==> src/mdep_cfg.svh <==
`ifndef MDEP_CFG_SVH
`define MDEP_CFG_SVH

`define MDEP_ADDR_ENC_ADJUST  16'h052c
`define MDEP_ADDR_DIR_INV     16'h0618
`define MDEP_ADDR_ENC_ABS_POS 16'h1e1e

`define MDEP_DIR_INV_RST      1'b0
`define MDEP_DIR_INV_OFF      1'b0
`define MDEP_DIR_INV_ON       1'b1
`define MDEP_DIR_INV_BIT      0
`define MDEP_SHIFT_OFF        1'b0

`define MDEP_ADJUST_RST       32'h0000_0000

`define MDEP_ENC_INC_PER_TURN 32'h0002_0000
`define MDEP_ENC_TURNS        32'h0000_1000
`define MDEP_ENC_HALF_TURNS   32'h0000_0800
`define MDEP_USR_PER_TURN     32'h0000_4000
`define MDEP_INC_TO_USR_SHIFT 3

`endif

==> src/mdep_pkg.sv <==
package mdep_pkg;

    typedef enum logic [3:0] {
        MDEP_ST_BOOT = 4'b0001,
        MDEP_ST_REQ  = 4'b0010,
        MDEP_ST_WAIT = 4'b0100,
        MDEP_ST_RUN  = 4'b1000
    } mdep_state_t;

    typedef logic signed [31:0] mdep_pos_t;

endpackage

==> src/mdep_motion_position.sv <==
`timescale 1ns/1ps
`default_nettype none

`include "mdep_cfg.svh"

// Functional notes
// A positive or negative jog-with-enable input enables the power stage and jogs that way.
// Direction inversion 0 keeps target sign, 1 makes negative targets move positive.
// Inversion setting is writable only with the power stage off, resets off, applies at power-on.
// At start-up the encoder absolute position is read before it becomes the position reference.
// A read-only 32-bit value gives the absolute position modulo the encoder range.
// The singleturn range is 131072 increments per turn.
// The multiturn range is 4096 turns of 131072 increments.
// Below absolute zero the actual position keeps counting and goes negative.
// After a power cycle the actual position restarts from the encoder absolute position.
// The absolute position may be rewritten only at standstill, naming the present shaft place.
// An adjustment shifts the index pulse by the same offset.
// Adjustment limits depend on encoder type and on whether the range is shifted.
// One turn spans x = 16384 user units by default.
// The controller sets inversion before adjusting when inverted operation is wanted.
// The controller waits one second after an adjustment before removing power.
// The controller should place the negative mechanical limit above zero.
// Working range shift, when on, centres the multiturn range on zero.
module mdep_motion_position
    import mdep_pkg::*;
(
    input  wire logic        clk_sys,
    input  wire logic        arst_n,
    input  wire logic        parWrEn,
    input  wire logic        parRdEn,
    input  wire logic [15:0] parAddr,
    input  wire logic [31:0] parWrData,
    output logic [31:0]      parRdData,
    output logic             parAck,
    output logic             parErr,
    input  wire logic        jogPosPin,
    input  wire logic        jogNegPin,
    input  wire logic        hostEnable,
    input  wire logic        motStandstill,
    output logic             pwrStageOn,
    output logic             jogActive,
    output logic             jogDirNeg,
    input  wire logic        cmdValid,
    input  wire mdep_pos_t   cmdTarget,
    output logic             motValid,
    output mdep_pos_t        motTarget,
    input  wire logic        bootDirInv,
    input  wire logic        bootShift,
    input  wire logic        encMultiturn,
    output logic             encRdReq,
    input  wire logic        encRdValid,
    input  wire logic [31:0] encRdRaw,
    input  wire logic        encDeltaValid,
    input  wire mdep_pos_t   encDelta,
    output logic             encAdjStb,
    output mdep_pos_t        encAdjValue,
    output mdep_pos_t        indexShift,
    output logic             persistDirInv,
    output logic             posReady,
    output mdep_pos_t        actualPos
);
    function automatic logic [31:0] rangeSpan(input logic multi);
        rangeSpan = multi ? `MDEP_USR_PER_TURN * `MDEP_ENC_TURNS : `MDEP_USR_PER_TURN;
    endfunction

    function automatic logic [31:0] modRange(input logic [31:0] v, input logic multi);
        modRange = v & (rangeSpan(multi) - 32'h0000_0001);
    endfunction

    // Upper half of a shifted multiturn range reads as negative
    function automatic mdep_pos_t centreRange(input logic [31:0] v, input logic multi,
                                              input logic shf);
        centreRange = mdep_pos_t'(v);
        if (shf && multi && (v >= (rangeSpan(multi) >> 1))) begin
            centreRange = mdep_pos_t'(v - rangeSpan(multi));
        end
    endfunction

    logic        jogPos;
    logic        jogNeg;
    mdep_state_t state_ff;
    mdep_state_t nxt_state;
    logic        dirInvSet_ff;
    logic        nxt_dirInvSet;
    logic        dirInvAct_ff;
    logic        nxt_dirInvAct;
    logic        shiftAct_ff;
    logic        nxt_shiftAct;
    mdep_pos_t   adjust_ff;
    mdep_pos_t   nxt_adjust;
    logic [31:0] absPos_ff;
    logic [31:0] nxt_absPos;
    mdep_pos_t   actPos_ff;
    mdep_pos_t   nxt_actPos;
    mdep_pos_t   idxShift_ff;
    mdep_pos_t   nxt_idxShift;
    logic        adjStb_ff;
    logic        nxt_adjStb;
    logic [31:0] rdData_ff;
    logic [31:0] nxt_rdData;
    logic        ack_ff;
    logic        nxt_ack;
    logic        err_ff;
    logic        nxt_err;
    mdep_pos_t   motTarget_ff;
    mdep_pos_t   nxt_motTarget;
    logic        motValid_ff;
    logic        nxt_motValid;
    logic        jogAct;
    logic        adjInRange;
    mdep_pos_t   adjLo;
    mdep_pos_t   adjHi;

    mdep_pin_sync u_jog_pos (
        .clk_sys  (clk_sys),
        .arst_n   (arst_n),
        .pinIn    (jogPosPin),
        .pinLevel (jogPos)
    );

    mdep_pin_sync u_jog_neg (
        .clk_sys  (clk_sys),
        .arst_n   (arst_n),
        .pinIn    (jogNegPin),
        .pinLevel (jogNeg)
    );

    // Jog needs exactly one direction active
    assign jogAct = jogPos ^ jogNeg;

    // Adjustment limits in user units
    always_comb begin
        adjLo = 32'sh0000_0000;
        adjHi = mdep_pos_t'(rangeSpan(encMultiturn) - 32'h0000_0001);
        if (shiftAct_ff) begin
            if (encMultiturn) begin
                adjLo = -mdep_pos_t'(`MDEP_USR_PER_TURN * `MDEP_ENC_HALF_TURNS);
            end else begin
                adjLo = -mdep_pos_t'(`MDEP_USR_PER_TURN >> 1);
            end
            adjHi = -adjLo - 32'sh0000_0001;
        end
        adjInRange = ($signed(parWrData) >= adjLo) && ($signed(parWrData) <= adjHi);
    end

    always_comb begin
        nxt_state     = state_ff;
        nxt_dirInvSet = dirInvSet_ff;
        nxt_dirInvAct = dirInvAct_ff;
        nxt_shiftAct  = shiftAct_ff;
        nxt_adjust    = adjust_ff;
        nxt_absPos    = absPos_ff;
        nxt_actPos    = actPos_ff;
        nxt_idxShift  = idxShift_ff;
        nxt_adjStb    = 1'b0;
        nxt_rdData    = rdData_ff;
        nxt_ack       = 1'b0;
        nxt_err       = 1'b0;
        nxt_motValid  = 1'b0;
        nxt_motTarget = motTarget_ff;

        unique case (state_ff)
            MDEP_ST_BOOT: begin
                // Persisted settings take effect at power-on
                nxt_dirInvSet = bootDirInv;
                nxt_dirInvAct = bootDirInv;
                nxt_shiftAct  = bootShift;
                nxt_state     = MDEP_ST_REQ;
            end
            MDEP_ST_REQ: begin
                nxt_state = MDEP_ST_WAIT;
            end
            MDEP_ST_WAIT: begin
                if (encRdValid) begin
                    // Raw increments to user units, reference from encoder only
                    nxt_absPos = modRange(encRdRaw >> `MDEP_INC_TO_USR_SHIFT,
                                          encMultiturn);
                    nxt_actPos = centreRange(modRange(encRdRaw >> `MDEP_INC_TO_USR_SHIFT,
                                                      encMultiturn), encMultiturn,
                                             shiftAct_ff);
                    nxt_state  = MDEP_ST_RUN;
                end
            end
            MDEP_ST_RUN: begin
                if (encDeltaValid) begin
                    nxt_actPos = actPos_ff + encDelta;
                    nxt_absPos = modRange(absPos_ff + 32'(encDelta), encMultiturn);
                end
                if (cmdValid) begin
                    nxt_motValid  = 1'b1;
                    nxt_motTarget = dirInvAct_ff ? -cmdTarget : cmdTarget;
                end
            end
            default: begin
                nxt_state = MDEP_ST_BOOT;
            end
        endcase

        if (parWrEn || parRdEn) begin
            nxt_ack = 1'b1;
            nxt_err = 1'b1;
            unique case (parAddr)
                `MDEP_ADDR_DIR_INV: begin
                    nxt_err    = 1'b0;
                    nxt_rdData = {31'h0000_0000, dirInvSet_ff};
                    if (parWrEn) begin
                        if (pwrStageOn || (parWrData[31:1] != 31'h0000_0000)) begin
                            nxt_err = 1'b1;
                        end else begin
                            nxt_dirInvSet = parWrData[`MDEP_DIR_INV_BIT];
                        end
                    end
                end
                `MDEP_ADDR_ENC_ADJUST: begin
                    nxt_err    = 1'b0;
                    nxt_rdData = adjust_ff;
                    if (parWrEn) begin
                        if (!motStandstill || !adjInRange || !state_ff[3]) begin
                            nxt_err = 1'b1;
                        end else begin
                            nxt_adjust   = $signed(parWrData);
                            nxt_idxShift = $signed(parWrData) - mdep_pos_t'(absPos_ff);
                            nxt_adjStb   = 1'b1;
                        end
                    end
                end
                `MDEP_ADDR_ENC_ABS_POS: begin
                    nxt_err    = parWrEn;
                    nxt_rdData = absPos_ff;
                end
                default: begin
                    nxt_rdData = 32'h0000_0000;
                end
            endcase
        end
    end

    always_ff @(posedge clk_sys or negedge arst_n) begin
        if (!arst_n) begin
            state_ff     <= MDEP_ST_BOOT;
            dirInvSet_ff <= `MDEP_DIR_INV_RST;
            dirInvAct_ff <= `MDEP_DIR_INV_RST;
            shiftAct_ff  <= `MDEP_SHIFT_OFF;
            adjust_ff    <= `MDEP_ADJUST_RST;
            absPos_ff    <= 32'h0000_0000;
            actPos_ff    <= 32'sh0000_0000;
            idxShift_ff  <= 32'sh0000_0000;
            adjStb_ff    <= 1'b0;
            rdData_ff    <= 32'h0000_0000;
            ack_ff       <= 1'b0;
            err_ff       <= 1'b0;
            motTarget_ff <= 32'sh0000_0000;
            motValid_ff  <= 1'b0;
        end else begin
            state_ff     <= nxt_state;
            dirInvSet_ff <= nxt_dirInvSet;
            dirInvAct_ff <= nxt_dirInvAct;
            shiftAct_ff  <= nxt_shiftAct;
            adjust_ff    <= nxt_adjust;
            absPos_ff    <= nxt_absPos;
            actPos_ff    <= nxt_actPos;
            idxShift_ff  <= nxt_idxShift;
            adjStb_ff    <= nxt_adjStb;
            rdData_ff    <= nxt_rdData;
            ack_ff       <= nxt_ack;
            err_ff       <= nxt_err;
            motTarget_ff <= nxt_motTarget;
            motValid_ff  <= nxt_motValid;
        end
    end

    assign pwrStageOn    = hostEnable || (jogAct && state_ff[3]);
    assign jogActive     = jogAct && state_ff[3];
    assign jogDirNeg     = jogNeg;
    assign encRdReq      = (state_ff == MDEP_ST_REQ);
    assign posReady      = state_ff[3];
    assign parRdData     = rdData_ff;
    assign parAck        = ack_ff;
    assign parErr        = err_ff;
    assign motValid      = motValid_ff;
    assign motTarget     = motTarget_ff;
    assign encAdjStb     = adjStb_ff;
    assign encAdjValue   = adjust_ff;
    assign indexShift    = idxShift_ff;
    assign persistDirInv = dirInvSet_ff;
    assign actualPos     = actPos_ff;
endmodule

`default_nettype wire

==> src/mdep_pin_sync.sv <==
`timescale 1ns/1ps
`default_nettype none

module mdep_pin_sync (
    input  wire logic clk_sys,
    input  wire logic arst_n,
    input  wire logic pinIn,
    output logic      pinLevel
);
    logic stage1_ff;
    logic stage2_ff;
    logic stage3_ff;
    logic level_ff;
    logic nxt_level;

    // Level changes only when second and third stages agree
    always_comb begin
        nxt_level = level_ff;
        if (stage2_ff == stage3_ff) begin
            nxt_level = stage3_ff;
        end
    end

    always_ff @(posedge clk_sys or negedge arst_n) begin
        if (!arst_n) begin
            stage1_ff <= 1'b0;
            stage2_ff <= 1'b0;
            stage3_ff <= 1'b0;
            level_ff  <= 1'b0;
        end else begin
            stage1_ff <= pinIn;
            stage2_ff <= stage1_ff;
            stage3_ff <= stage2_ff;
            level_ff  <= nxt_level;
        end
    end

    assign pinLevel = level_ff;
endmodule

`default_nettype wire

==> config.mk <==
export PLATFORM = sky130hd
export DESIGN_NAME = mdep_motion_position
export DESIGN_NICKNAME = d
export VERILOG_FILES = /design/src/mdep_pkg.sv /design/src/mdep_motion_position.sv /design/src/mdep_pin_sync.sv
export VERILOG_INCLUDE_DIRS = /design/src
export SDC_FILE = /design/constraint.sdc
export NUM_CORES = 1
export LEC_CHECK = 0
export BUFFER_PORTS_ARGS = -buffer_cell sky130_fd_sc_hd__buf_4
export CORE_ASPECT_RATIO = 1.75
export CORE_MARGIN = 1.5
export CORE_UTILIZATION = 35
export CTS_CLUSTER_SIZE = 12
export DETAILED_ROUTE_END_ITERATION = 8
export PLACE_DENSITY = 0.54
export SLEW_MARGIN = 20
export SYNTH_ARGS = -nofsm -noshare
export SYNTH_HDL_FRONTEND = slang
export SYNTH_HIERARCHICAL = 1
export SYNTH_SLANG_ARGS = --single-unit
==> constraint.sdc <==
create_clock -name clk_sys -period 8.8 [get_ports clk_sys]
set_input_delay 0.88 -clock clk_sys [delete_from_list [all_inputs] [get_ports clk_sys]]
set_output_delay 0.88 -clock clk_sys [all_outputs]
set_load 0.1 [all_outputs]
==> summary.md <==
| Metric | Value |
|---|---|
| Status | `finished, final reports clean` |
| CTS buffer count | `23` |
| Placed Area | `0.0169 mm²` |
| Wire per inst | `20.5 µm` |
| Layout cells sized above 1 | `0.222` |
| Antenna-violating nets left | `0` |
| Maximum vdd drop | `0.000219 V` |
| Commonest cells post-synth | `204 x dfrtp_1, 145 x a21oi_1, 131 x nand2_1` |
| Area occupied by registers | `0.00513 mm²` |
| Max Cap Viol | `0` |
| Min-Delay Path Class | `input pin to async pin` |
| Post-DP HPWL | `37200 µm` |
| Reg2reg path depth | `11` |
| WP data required | `9210 ps` |
| Post-synthesis async set-or-reset flop share | `1.00` |
| Unique cell type count in the Yosys netlist | `between 70 and 80` |
| Most frequent cell after synthesis | `dfrtp_1` |
| Period minus WS final | `4430 ps` |
| Number of fill cells | `3979` |
| Row cnt | `96` |
| Maximum clock frequency | `226 MHz` |
| CP endpoint kind | `flip-flop` |
| Worst path arrival time | `4850 ps` |
| Post-CTS sizing | `0` |
| Chip width | `154 µm` |
| Worst-Margin Slew | `about 1100 ps` |
| Reg2reg end | `encAdjValue[5]` |
| Final std cells w/o fill | `around 2300` |
| GRT Residual Overflow | `0` |
| Vias in the first global route | `13100` |
| CTS tree | `built` |
| CP Class | `input pin to flip-flop` |
| Core area | `just under 0.04 mm²` |
| Area growth, synth to finish | `25.9%` |
| Layout Utilization | `0.448` |
| RSZ-0062 raised after global routing | `no` |
| Pin count of the biggest net entering global routing | `79` |
| Synthesized area per cell | `just over 9 µm²` |
| First-pass GRT wire length | `about 73000 µm` |
| GPL Wtd Cong | `0.917` |
| Cts hold-fix bufs | `0` |
| Post-synth EDFFs | `0` |
| Most used DFF post-synth | `dfrtp_1` |
| Starting Density | `0.356` |
| Clk_lat worst skew | `540 ps` |
| GRT Total Usage | `0.227` |
| Buffers on Ports | `321` |
| Final total power | `6.01 mW` |
| Layout Nets | `2116` |
| Top-area cell type share of the netlist area | `0.364` |
| Synth warn | `6` |
| Placed Cells | `between 2000 and 2500` |
| Via count | `12900` |
| Worst reg2reg path startpoint | `shiftAct_ff` |
| CTS root buffer | `clkbuf_16` |
| Clock-pin slew on the worst setup and hold paths | `60 ps` |
| DRC | `0` |
| DRT iter0 DRCs | `~720` |
| Synthesized cell area | `about 0.014 mm²` |
| Worst-case clock skew | `24.8 ps` |
| PwrDens | `341 mW/mm²` |
| Post-Syn Nets | `1818` |
| Yosys reg bits | `205` |
| Area of the multi-input gates | `around 0.0084 mm²` |
| Register area share after synthesis | `0.366` |
| Initial antenna violation count | `1` |
| DR vias/cell | `5.51` |
| Top cells by area, synth | `dfrtp_1 36%, ha_1 10%, a21oi_1 5.2%, o21ai_0 3.6%, nand2_1 3.5%` |
| Post-CTS Setup Bufs | `0` |
| Die Y | `roughly 270 µm` |
| Setup TNS | `0 ps` |
| Fin area | `0.0176 mm²` |
| Io pins | `roughly 330` |
| R2r setup slk | `5010 ps` |
| Tcrit/Tclk final | `0.504` |
| Worst slew margin | `0.274` |
| Number of H-tree levels | `1` |
| Slew Limit Fails | `0` |
| Die ar. | `0.0413 mm²` |
| Initial DRT Pass Iterations | `5` |
| Antenna diodes | `0` |
| Final wirelength | `roughly 48000 µm` |
| Clock Path Buffers | `3` |
| Area leader, netlist | `dfrtp_1` |
| Static leakage | `between 8 and 9 nW` |
| CP Launch Type | `input pin` |
| Number of setup violations in the final report | `0` |
| Final Hold Vio Count | `0` |
| Gate count of the mapped netlist | `1541` |
| Worst Path Max Fanout | `36` |
| Num Clock Sinks | `205` |
registers in the layout (all words and copies together) (netlist names), 4 cells and up:
signal / count
actualPos: 32
encAdjValue: 32
parRdData: 32
motTarget: 32
state_ff: 4
indexShift: 32
absPos_ff: 26
metal layers:
layer,routed length (µm),up-vias,GRT usage
li1,-,6257,-
met1,18300,6174,0.250
met2,25200,386,0.428
met3,2290,101,0.0291
met4,2250,2,0.109
met5,13,-,0
worst max path at each step:
stage | from | endpoint | slack [ps] | depth (start not counted)
after global placement | encMultiturn | encAdjValue[4] | 3780 | 13
after floorplan | state_ff[3] | encRdReq | 3670 | 2
after global routing | encMultiturn | encAdjValue[4] | 4020 | 13
after CTS | encMultiturn | encAdjValue[5] | 4300 | 13
after detailed placement | encMultiturn | encAdjValue[5] | 3720 | 13
final | encMultiturn | encAdjValue[5] | 4370 | 13
through the flow:
step | setup WS, ps | hold slack [ps]
2_1_floorplan | 3670 | 331
3_3_place_gp | 3780 | 334
3_5_place_dp | 3720 | 360
4_1_cts | 4300 | 341
5_1_grt | 4020 | 382
6_report | 4370 | 344
final cells by class:
cell class              count  share of cell area
flip-flops and latches    205               0.291
clock buffers              35              0.0380
inverters                  60              0.0128
clock inverters             7             0.00362
well taps                 490              0.0348
repair buffers            334               0.143
multi-input cells        1215               0.477
where the power goes:
part           total [mW]  internal [mW]  switching (mW)  leakage, nW
registers            1.40           1.16           0.231         2.64
clock network       0.970          0.554           0.415        0.366
logic                3.64           1.16            2.48         5.46
cells in the final DEF, fill, tap and decap left out, types with 10 or more instances in the layout:
master     Yosys  routed
nor2b_1       12      12
ha_1         116     116
a21oi_1      145     145
and3_1        15      15
o21a_1        15      15
a211oi_1      25      25
mux2_2        21      21
inv_1         59      59
a21o_1        41      41
a31oi_1       19      19
o21bai_1      13      13
nand4_1       18      18
nand2_1      131     131
a22oi_1       28      28
nor3_1        31      28
xor2_1        49      49
nand3_1       34      34
dfrtp_1      204     204
nor2_1       123     122
xnor2_1       48      48
mux2_1        43      43
or3_1         13      11
mux2i_1       15      15
nand2b_1      12      12
nor4_1        14      14
and2_1        11      10
buf_4          1     333
clkbuf_16      0      23
o31ai_1       12      12
o21ai_0      102     102
logic make-up after synthesis:
kind of cell	after synthesis	synth area share
buffers and inverters	121	0.0355
adder cells (fa/ha/maj)	121	0.110
AO/OA/AOI/OAI	469	0.211
AND/OR/NAND/NOR	449	0.155
XOR/XNOR	97	0.0606
multiplexers	79	0.0622
flip-flops	205	0.366
worst max-delay path: stages:
cell,delay (ps)
buf_4,210
inv_1,450
nand2_1,440
inv_1,200
ha_1,290
nand4b_1,180
nor4_1,540
a41oi_1,180
o21ai_0,150
nand4_1,170
nor3b_2,230
buf_4,490
mux2_2,390
(Power assumes the default switching activity.)
